### config.mk
export PLATFORM = sky130hd
export DESIGN_NAME = ciu_regs
export DESIGN_NICKNAME = d
export VERILOG_FILES = /design/src/ciu_pkg.sv /design/src/ciu_clock_delay.sv /design/src/ciu_regs.sv
export VERILOG_INCLUDE_DIRS = /design/src
export SDC_FILE = /design/constraint.sdc
export NUM_CORES = 1
export LEC_CHECK = 0
export BUFFER_PORTS_ARGS = -buffer_cell sky130_fd_sc_hd__clkbuf_2
export CAP_MARGIN = 20
export CORE_AREA = 5 5 253 255
export DETAILED_ROUTE_END_ITERATION = 10
export DIE_AREA = 0 0 258 260
export REMOVE_ABC_BUFFERS = 1
export SLEW_MARGIN = 15
export SYNTH_ARGS = -nofsm -noshare
export SYNTH_HDL_FRONTEND = slang
export SYNTH_SLANG_ARGS = --single-unit
### constraint.sdc
create_clock -name core_clk -period 3.8 [get_ports core_clk]
set_input_delay 0.38 -clock core_clk [delete_from_list [all_inputs] [get_ports core_clk]]
set_output_delay 0.38 -clock core_clk [all_outputs]
set_load 0.05 [all_outputs]
### src/ciu_consts.svh
// Offsets, field positions, reset values and timing of the cache interface unit registers
`ifndef CIU_CONSTS_SVH
`define CIU_CONSTS_SVH
`define CIU_ERROR_ADDRESS_OFFS 40'hFFFFF00088
`define CIU_ERROR_STATUS_OFFS 40'hFFFFF00108
`define CIU_CLK_BASE_LO 14
`define CIU_CLK_BASE_HI 15
`define CIU_FILL_OFF_LO 20
`define CIU_FILL_OFF_HI 22
`define CIU_IO_PAR_EN_BIT 23
`define CIU_MEM_PAR_EN_BIT 24
`define CIU_FORCE_HIT_BIT 25
`define CIU_FORCE_ERR_BIT 26
`define CIU_TAG_DATA_LO 28
`define CIU_TAG_DATA_HI 30
`define CIU_CACHE_EN_BIT 31
`define CIU_CFG_RESET 32'h00104000
`define CIU_CFG_WMASK 32'hF7F0C000
`define CIU_ST_RATIO_LO 4
`define CIU_ST_REV_LO 8
`define CIU_ST_DPE_LO 12
`define CIU_ST_TPE_BIT 16
`define CIU_ST_DIRTY_BIT 17
`define CIU_ST_MEM_BIT 18
`define CIU_ST_MULTI_BIT 19
`define CIU_IO_SPACE_BIT 39
// Arbitrary revision code, not tied to any real part
`define CIU_SILICON_REV 4'hA
// Wait counter value after reset at which the synchronised ratio is taken, on the third edge
`define CIU_RATIO_WAIT 2'h2
`endif

### src/ciu_pkg.sv
// Types shared by the cache interface unit register bank
`default_nettype none
package ciu_pkg;
  typedef enum logic [1:0] {CIU_DLY_IDLE, CIU_DLY_COUNT, CIU_DLY_CLOCK} ciu_dly_state_t;
  typedef logic [3:0] ciu_nibble_t;
endpackage : ciu_pkg
`default_nettype wire

### src/ciu_clock_delay.sv
// Cache sram clock delay timer for ordinary and fill transactions
`timescale 1ns/1ps
`default_nettype none
`include "ciu_consts.svh"
module ciu_clock_delay (
  // Clock and reset
  input wire logic core_clk,
  input wire logic rstn,
  // Delay settings
  input wire logic [1:0] cache_clock_base_delay,
  input wire logic [2:0] fill_clock_delay_offset,
  // Transaction start
  input wire logic index_start,
  input wire logic fill_cmd,
  // Clock pulse out
  output logic cache_sram_clock
);
  ciu_pkg::ciu_dly_state_t state;
  logic [3:0] count;
  logic [3:0] next_count;

  // Total cycles from index to clock
  always_comb begin
    if (fill_cmd)
      next_count = 4'h1 + {1'b0, fill_clock_delay_offset} + {2'h0, cache_clock_base_delay};
    else
      next_count = {2'h0, cache_clock_base_delay};
  end

  // Count down then pulse the clock N cycles after the index, never sooner than one
  always_ff @(posedge core_clk or negedge rstn) begin
    if (!rstn) begin
      state <= ciu_pkg::CIU_DLY_IDLE;
      count <= 4'h0;
    end else begin
      unique case (state)
        ciu_pkg::CIU_DLY_IDLE: begin
          if (index_start) begin
            count <= next_count - 4'h1;
            state <= (next_count <= 4'h1) ? ciu_pkg::CIU_DLY_CLOCK : ciu_pkg::CIU_DLY_COUNT;
          end
        end
        ciu_pkg::CIU_DLY_COUNT: begin
          count <= count - 4'h1;
          if (count == 4'h1)
            state <= ciu_pkg::CIU_DLY_CLOCK;
        end
        ciu_pkg::CIU_DLY_CLOCK: begin
          state <= ciu_pkg::CIU_DLY_IDLE;
        end
        default: state <= ciu_pkg::CIU_DLY_IDLE;
      endcase
    end
  end

  // Clock pulse from a flip-flop state
  assign cache_sram_clock = (state == ciu_pkg::CIU_DLY_CLOCK);

  // Delay counter loaded only by a start seen in idle
  property p_fill_delay;
    @(posedge core_clk) disable iff (!rstn)
    (state == ciu_pkg::CIU_DLY_IDLE && index_start && fill_cmd
      && cache_clock_base_delay == 2'h1 && fill_clock_delay_offset == 3'h1)
      |-> ##3 cache_sram_clock;
  endproperty
  a_fill_delay: assert property (p_fill_delay) else $error("fill clock delay wrong");

  property p_zero_delay;
    @(posedge core_clk) disable iff (!rstn)
    (state == ciu_pkg::CIU_DLY_IDLE && index_start && !fill_cmd
      && cache_clock_base_delay == 2'h0) |=> cache_sram_clock;
  endproperty
  a_zero_delay: assert property (p_zero_delay) else $error("zero base delay wrong");
endmodule : ciu_clock_delay
`default_nettype wire

### src/ciu_regs.sv
// Cache interface unit configuration, error address and error status registers
//
// What this block does
// - Fill clock delay is one plus offset plus base
// - Check I/O read parity when enabled
// - Check memory read parity when enabled
// - Force hit on memory space accesses
// - Force error inverts longword bit zero
// - Forced hit writes tag status field
// - Cache enable gates caching and memory writes
// - Error address is read-only captured address
// - Error address keeps bits 36:4, 39
// - Status locks on first error
// - Status read clears status and unlocks both registers; error address keeps its value
// - Clock ratio captured from pins at reset
// - Read-only silicon revision code field
// - One parity flag per data longword
// - Tag parity error flag, never set since tag_err is always zero
// - Low status bits read zero
// - Base clock delay resets to one
// - Capture dirty flag of failing tag
// - Flag errors seen during fill
// - Multiple-error flag while locked
`timescale 1ns/1ps
`default_nettype none
`include "ciu_consts.svh"
module ciu_regs (
  // Clock and reset
  input wire logic core_clk,
  input wire logic rstn,
  // Internal register access
  input wire logic [39:0] reg_addr,
  input wire logic reg_rd,
  input wire logic reg_wr,
  input wire logic [31:0] reg_wdata,
  output logic [63:0] reg_rdata,
  // Configuration write port for the configuration register
  input wire logic cfg_wr,
  output logic [31:0] cfg_rdata,
  // Interrupt request pins, sampled for the clock ratio
  input wire logic [3:0] irq_pins,
  // Read data returning from the system
  input wire logic rd_valid,
  input wire logic [39:0] physical_address,
  input wire logic [127:0] rd_data,
  input wire logic [3:0] rd_parity,
  input wire logic rd_fill,
  // Tag store returned for the access
  input wire logic tag_valid,
  input wire logic [2:0] tag_status_in,
  input wire logic tag_match,
  // Access requests
  input wire logic acc_valid,
  input wire logic acc_write,
  input wire logic acc_instr,
  input wire logic [39:0] acc_address,
  input wire logic [127:0] wr_data_in,
  // Cache control outputs
  output logic cache_hit,
  output logic go_to_memory,
  output logic mem_write_blocked,
  output logic tag_write,
  output logic [2:0] tag_status_out,
  output logic [127:0] wr_data_out,
  // Cache sram clock timing
  input wire logic index_start,
  input wire logic fill_cmd,
  output logic cache_sram_clock
);
  logic [31:0] cfg;
  logic [3:0] irq_meta;
  logic [3:0] irq_sync;
  logic [1:0] ratio_wait;
  ciu_pkg::ciu_nibble_t system_clock_ratio;
  logic [3:0] data_parity_error_flags;
  logic tag_parity_error_flag;
  logic err_dirty;
  logic err_memory;
  logic err_multi;
  logic [39:0] error_address;
  logic locked;
  logic status_read;
  logic addr_read;
  logic check_en;
  logic [3:0] lw_err;
  logic tag_err;
  logic any_err;
  logic [31:0] error_status;
  logic [63:0] error_address_view;

  // Even parity over one longword with its parity bit
  function automatic logic lw_parity_bad(input logic [31:0] d, input logic p);
    lw_parity_bad = ^{d, p};
  endfunction : lw_parity_bad

  // Configuration register, written through its own strobe
  always_ff @(posedge core_clk or negedge rstn) begin
    if (!rstn)
      cfg <= `CIU_CFG_RESET;
    else if (cfg_wr)
      cfg <= reg_wdata & `CIU_CFG_WMASK;
  end
  assign cfg_rdata = cfg;

  // Two-stage synchroniser for the request pins
  always_ff @(posedge core_clk or negedge rstn) begin
    if (!rstn) begin
      irq_meta <= 4'h0;
      irq_sync <= 4'h0;
    end else begin
      irq_meta <= irq_pins;
      irq_sync <= irq_meta;
    end
  end

  // Clock ratio caught once, after the synchroniser has filled behind reset
  always_ff @(posedge core_clk or negedge rstn) begin
    if (!rstn) begin
      ratio_wait <= 2'h0;
      system_clock_ratio <= 4'h0;
    end else if (ratio_wait != 2'h3) begin
      ratio_wait <= ratio_wait + 2'h1;
      if (ratio_wait == `CIU_RATIO_WAIT)
        system_clock_ratio <= irq_sync;
    end
  end

  // Parity checking of returning read data
  assign check_en = rd_valid && (physical_address[`CIU_IO_SPACE_BIT]
    ? cfg[`CIU_IO_PAR_EN_BIT] : cfg[`CIU_MEM_PAR_EN_BIT]);
  genvar gi;
  generate
    for (gi = 0; gi < 4; gi = gi + 1) begin : g_lw
      assign lw_err[gi] = check_en && lw_parity_bad(rd_data[32*gi +: 32], rd_parity[gi]);
      // Forced corruption of bit zero in each written longword
      assign wr_data_out[32*gi +: 32] = {wr_data_in[32*gi+1 +: 31],
        wr_data_in[32*gi] ^ cfg[`CIU_FORCE_ERR_BIT]};
    end
  endgenerate
  assign tag_err = check_en && tag_valid && (^tag_status_in ^ ^physical_address[38:4] ? 1'b0 : 1'b0);
  assign any_err = (|lw_err) || tag_err;

  // Register read decode
  assign status_read = reg_rd && (reg_addr == `CIU_ERROR_STATUS_OFFS);
  assign addr_read = reg_rd && (reg_addr == `CIU_ERROR_ADDRESS_OFFS);

  // Error status capture, lock and clear
  always_ff @(posedge core_clk or negedge rstn) begin
    if (!rstn) begin
      data_parity_error_flags <= 4'h0;
      tag_parity_error_flag <= 1'b0;
      err_dirty <= 1'b0;
      err_memory <= 1'b0;
      err_multi <= 1'b0;
      error_address <= 40'h0;
    end else if (any_err && (!locked || status_read)) begin
      data_parity_error_flags <= lw_err;
      tag_parity_error_flag <= tag_err;
      err_dirty <= tag_status_in[0];
      err_memory <= rd_fill;
      err_multi <= 1'b0;
      error_address <= physical_address;
    end else if (any_err) begin
      err_multi <= 1'b1;
    end else if (status_read) begin
      data_parity_error_flags <= 4'h0;
      tag_parity_error_flag <= 1'b0;
      err_dirty <= 1'b0;
      err_memory <= 1'b0;
      err_multi <= 1'b0;
    end
  end
  assign locked = (|data_parity_error_flags) || tag_parity_error_flag;

  // Status word assembly, low bits reserved as zero
  always_comb begin
    error_status = 32'h0;
    error_status[`CIU_ST_RATIO_LO +: 4] = system_clock_ratio;
    error_status[`CIU_ST_REV_LO +: 4] = `CIU_SILICON_REV;
    error_status[`CIU_ST_DPE_LO +: 4] = data_parity_error_flags;
    error_status[`CIU_ST_TPE_BIT] = tag_parity_error_flag;
    error_status[`CIU_ST_DIRTY_BIT] = err_dirty;
    error_status[`CIU_ST_MEM_BIT] = err_memory;
    error_status[`CIU_ST_MULTI_BIT] = err_multi;
  end

  // Error address view with reserved bits zero
  always_comb begin
    error_address_view = 64'h0;
    error_address_view[36:4] = error_address[36:4];
    error_address_view[39] = error_address[39];
  end

  // Read data register
  always_ff @(posedge core_clk or negedge rstn) begin
    if (!rstn)
      reg_rdata <= 64'h0;
    else if (status_read)
      reg_rdata <= {32'h0, error_status};
    else if (addr_read)
      reg_rdata <= error_address_view;
    else if (reg_rd)
      reg_rdata <= 64'h0;
  end

  // Cache hit, forced tag write and cache enable
  always_comb begin
    cache_hit = 1'b0;
    tag_write = 1'b0;
    tag_status_out = 3'h0;
    go_to_memory = 1'b0;
    mem_write_blocked = 1'b0;
    if (acc_valid) begin
      if (!cfg[`CIU_CACHE_EN_BIT]) begin
        go_to_memory = !acc_write;
        mem_write_blocked = acc_write;
      end else if (cfg[`CIU_FORCE_HIT_BIT] && !acc_address[`CIU_IO_SPACE_BIT]) begin
        cache_hit = 1'b1;
        tag_write = 1'b1;
        tag_status_out = cfg[`CIU_TAG_DATA_HI:`CIU_TAG_DATA_LO];
      end else begin
        cache_hit = tag_match && !acc_address[`CIU_IO_SPACE_BIT];
        go_to_memory = !cache_hit && !acc_write;
      end
    end
  end

  // Cache sram clock timer
  ciu_clock_delay u_delay (
    .core_clk(core_clk),
    .rstn(rstn),
    .cache_clock_base_delay(cfg[`CIU_CLK_BASE_HI:`CIU_CLK_BASE_LO]),
    .fill_clock_delay_offset(cfg[`CIU_FILL_OFF_HI:`CIU_FILL_OFF_LO]),
    .index_start(index_start),
    .fill_cmd(fill_cmd),
    .cache_sram_clock(cache_sram_clock)
  );

  // Assertions
  property p_capture;
    @(posedge core_clk) disable iff (!rstn)
    (|lw_err && !locked) |=> (data_parity_error_flags == $past(lw_err)
      && error_address == $past(physical_address));
  endproperty
  a_capture: assert property (p_capture) else $error("error not captured");

  property p_lock;
    @(posedge core_clk) disable iff (!rstn)
    (locked && any_err && !status_read) |=> (err_multi
      && error_address == $past(error_address));
  endproperty
  a_lock: assert property (p_lock) else $error("lock not held");

  property p_clear;
    @(posedge core_clk) disable iff (!rstn)
    (status_read && !any_err) |=> (!locked && !err_multi);
  endproperty
  a_clear: assert property (p_clear) else $error("read did not clear");

  property p_addr_zero;
    @(posedge core_clk) disable iff (!rstn)
    addr_read |=> (reg_rdata[3:0] == 4'h0 && reg_rdata[38:37] == 2'h0 && reg_rdata[63:40] == 24'h0);
  endproperty
  a_addr_zero: assert property (p_addr_zero) else $error("address reserved bits set");

  property p_force_err;
    @(posedge core_clk) disable iff (!rstn)
    cfg[`CIU_FORCE_ERR_BIT] |-> (wr_data_out[0] != wr_data_in[0] && wr_data_out[96] != wr_data_in[96]);
  endproperty
  a_force_err: assert property (p_force_err) else $error("bit zero not inverted");

  property p_force_hit;
    @(posedge core_clk) disable iff (!rstn)
    (acc_valid && cfg[`CIU_CACHE_EN_BIT] && cfg[`CIU_FORCE_HIT_BIT]
      && !acc_address[`CIU_IO_SPACE_BIT]) |-> (cache_hit && tag_status_out == cfg[30:28]);
  endproperty
  a_force_hit: assert property (p_force_hit) else $error("forced hit missing");

  property p_disabled;
    @(posedge core_clk) disable iff (!rstn)
    (acc_valid && !cfg[`CIU_CACHE_EN_BIT]) |-> (!cache_hit && (acc_write ? mem_write_blocked : go_to_memory));
  endproperty
  a_disabled: assert property (p_disabled) else $error("disabled cache hit");

  property p_status_low;
    @(posedge core_clk) disable iff (!rstn)
    status_read |=> (reg_rdata[3:0] == 4'h0 && reg_rdata[11:8] == `CIU_SILICON_REV);
  endproperty
  a_status_low: assert property (p_status_low) else $error("status low bits wrong");

  property p_ratio_hold;
    @(posedge core_clk) disable iff (!rstn)
    (ratio_wait == 2'h3) |=> $stable(system_clock_ratio);
  endproperty
  a_ratio_hold: assert property (p_ratio_hold) else $error("clock ratio changed");
endmodule : ciu_regs
`default_nettype wire

==> flow_metrics.py <==
metrics = {
    "detailed_routing": {
        "vias_per_cell": 3.11,
        "remaining_drc_errors": 0,
        "met3_length_um": 8840,
        "dr_total_vias": 4995,
        "antenna_left": 0,
        "wl_per_cell_um": 26.5,
        "postRouteWirelength_um": 42600,
        "met2WireLength_um": 21300,
        "initialDrtViolationCount": 210,
        "drt_pre_antenna_iters": 4,
        "met1Wirelength_um": 8190,
        "highest-signal-layer": "met5",
    },
    "layout": {
        "final_nets": 1251,
        "area_growth_syn_to_layout_pct": 23.7,
        "share_of_final_layout_standard_cells_stronger_than_drive_strength_1": 0.466,
        "layout.cells.non_filler": 1607,
    },
    "timing": {
        "hold_violations": 0,
        "tns_ns": 0,
        "setup_viol": 0,
        "worst_tran_pin_value_ns": 0.882,
        "finalCritPeriodShare": 0.701,
        "timing.slew.headroom": 0.396,
        "clock_skew_ns": 0.0120,
        "number_of_pins_with_negative_max_slew_slack_in_the_final_report": 0,
        "peak_freq_mhz": 375,
        "rsz0062_at_grt": "false",
        "finalCriticalPeriod_ns": 2.66,
    },
    "yosys": {
        "post_synth_instance_area_um2": 7050,
        "synthTopCellsByCount": "sky130_fd_sc_hd__buf_4 (173), sky130_fd_sc_hd__xnor2_1 (109), sky130_fd_sc_hd__dfrtp_1 (106)",
        "netlist.area_leader.share": 0.376,
        "ys_types": 50,
        "ys_seq_elements": 108,
        "postSynthAreaPerCell_um2": 11.1,
        "synth.yosys.warnings": 0,
        "post-synth-top-area-cell": "sky130_fd_sc_hd__dfrtp_1",
        "synth-edff-count": 0,
        "cell_count_after_synthesis": 634,
        "netlist_top_cells_area": "sky130_fd_sc_hd__dfrtp_1 (38%), sky130_fd_sc_hd__buf_4 (18%), sky130_fd_sc_hd__xnor2_1 (14%)",
        "yosysMostFrequentCell": "sky130_fd_sc_hd__buf_4",
        "seq_area_frac_synth": 0.384,
        "ys.flop_type": "sky130_fd_sc_hd__dfrtp_1",
        "async_reset_ff_frac": 1.00,
    },
    "floorplan": {
        "boundaryPins": 665,
        "coreArea_um2": 61400,
        "initial_utilization": 0.115,
        "fp.dieW_um": 258,
        "die_area_um2": 67100,
        "rows": 91,
        "die_h_um": 260,
    },
    "power": {
        "power.static_leakage_uw": 0.00412,
        "p_total_uw": 4130,
        "worst_ir_drop_vdd_mv": 0.192,
        "power_density_relative_to_cell_area_nw_per_um2": 474,
    },
    "clock_network": {
        "htree_levels": 3,
        "cts.sinks": 108,
        "cts-hold-fix-buffers": 0,
        "cts_tree": "built",
        "clock_tree.root_cell": "sky130_fd_sc_hd__clkbuf_16",
        "clock_path_buffers": 2,
        "clock_latency_ns": 0.39,
        "cts-resized-gates": 0,
        "cts_setup_buffers": 0,
        "clock_buffers_created_by_tritoncts": 9,
        "clk_pin_slew_worst_paths_ns": 0.08,
    },
    "setup_path": {
        "critPathArrivalTime_ns": 2.93,
        "worst-r2r-setup-slack_ns": 1.37,
        "cp-end-kind": "flip-flop",
        "critical_path.startpoint_type": "input port",
        "crit_path_max_fanout": 36,
        "crit_required_ns": 4.06,
        "setup.worst_path.class": "in -> reg",
    },
    "global_route": {
        "grt_first_pass_wirelength_um": 53200,
        "initial_antenna_violation_count": 0,
        "gr-total-overflow": 0,
        "grt_start_max_net_pins": 64,
        "grt.total_usage": 0.122,
        "grt_pass1_vias": 5272,
    },
    "placed_design": {
        "globalplace.congestion": 0.919,
        "half_perimeter_wire_length_after_detailed_placement_um": 38500,
        "io_buffers": 298,
        "numPlacedInstances": 1588,
    },
    "flow_run": {
        "cap_violations": 0,
    },
    "outcome": {
        "status": "finished clean",
    },
    "hold_path": {
        "min_path_type": "in -> reg",
    },
}
## worst max-delay path: stages
cell and delay (ns):
sky130_fd_sc_hd__clkbuf_2 0.09, sky130_fd_sc_hd__xnor2_1 0.19, sky130_fd_sc_hd__xnor2_1 0.11, sky130_fd_sc_hd__xnor2_1 0.35
sky130_fd_sc_hd__xnor3_1 0.48, sky130_fd_sc_hd__xnor2_1 0.21, sky130_fd_sc_hd__o41ai_4 0.36, sky130_fd_sc_hd__buf_12 0.31
sky130_fd_sc_hd__mux2_2 0.38
## logic make-up after synthesis
group / share of synthesized area
AOI/OAI and AO/OA: 0.0731
xor gates and xnor gates: 0.174
adders and majority gates: 0.0170
buffers and inverters: 0.206
DFF: 0.384
muxes: 0.100
other: 0.000532
and+or+nand+nor: 0.0451
## sequential cells by signal, summed over array words and instances (netlist names)
signal / count
ratio_wait: 2
system_clock_ratio: 4
u_delay.count: 4
err_dirty: 1
err_memory: 1
err_multi: 1
reg_rdata: 34
irq_meta: 4
cfg_rdata: 13
data_parity_error_flags: 4
error_address: 34
irq_sync: 4
u_delay.state: 2
## path summary, 6_finish.rpt
check                              start  depth (start not counted)           endpoint
setup / recovery             rd_data[88]                          9  error_address[16]
hold / removal               irq_pins[3]                          1        irq_meta[3]
setup reg to reg           cfg_rdata[23]                          6  error_address[16]
hold reg to reg              irq_meta[3]                          0        irq_sync[3]
max in group asynchronous           rstn                          2      reg_rdata[13]
min in group asynchronous           rstn                          1      reg_rdata[12]
## power breakdown
group          internal [uW]  switching (uW)
Combinational            739             785
Sequential              1410             194
Clock                    483             519
## layer usage
metal | vias up | global-route usage
met5 | - | 0.00292
met4 | 2 | 0.0969
met3 | 59 | 0.116
met2 | 434 | 0.217
met1 | 2260 | 0.0678
li1 | 2240 | -
## cells in the final DEF (no fill, tap or decap), types with 17 or more instances in the layout
master and n:
sky130_fd_sc_hd__clkbuf_2 297, sky130_fd_sc_hd__xnor2_1 109, sky130_fd_sc_hd__dfrtp_1 106, sky130_fd_sc_hd__conb_1 49
sky130_fd_sc_hd__mux2_4 28, sky130_fd_sc_hd__a22o_1 24, sky130_fd_sc_hd__inv_1 21, sky130_fd_sc_hd__mux2_2 21
sky130_fd_sc_hd__xor2_1 19, sky130_fd_sc_hd__o21ai_0 17
## through the flow
step | utilization | cell area, um^2 | setup WS (ns) | hold slack, ns
after floorplan | - | 5860 | -0.121 | 0.0844
after global placement | 0.137 | 8410 | 0.585 | 0.331
after detailed placement | 0.137 | 8410 | 0.572 | 0.335
after CTS | 0.142 | 8710 | 0.995 | 0.0571
after global routing | 0.142 | 8710 | 0.922 | 0.0664
final | 0.142 | 8720 | 1.14 | 0.100
## cell type report
class / instances / area (um^2)
clock inverter: 6 / 62.6
antenna: 3 / 7.51
sequential: 108 / 2710
timing repair buffer: 303 / 1560
multi-input combinational: 366 / 3080
fill: 6952 / 52600
inverter: 21 / 78.8
tap: 790 / 988
clock buffer: 10 / 239
No activity file was read; power rests on OpenSTA's default activity.
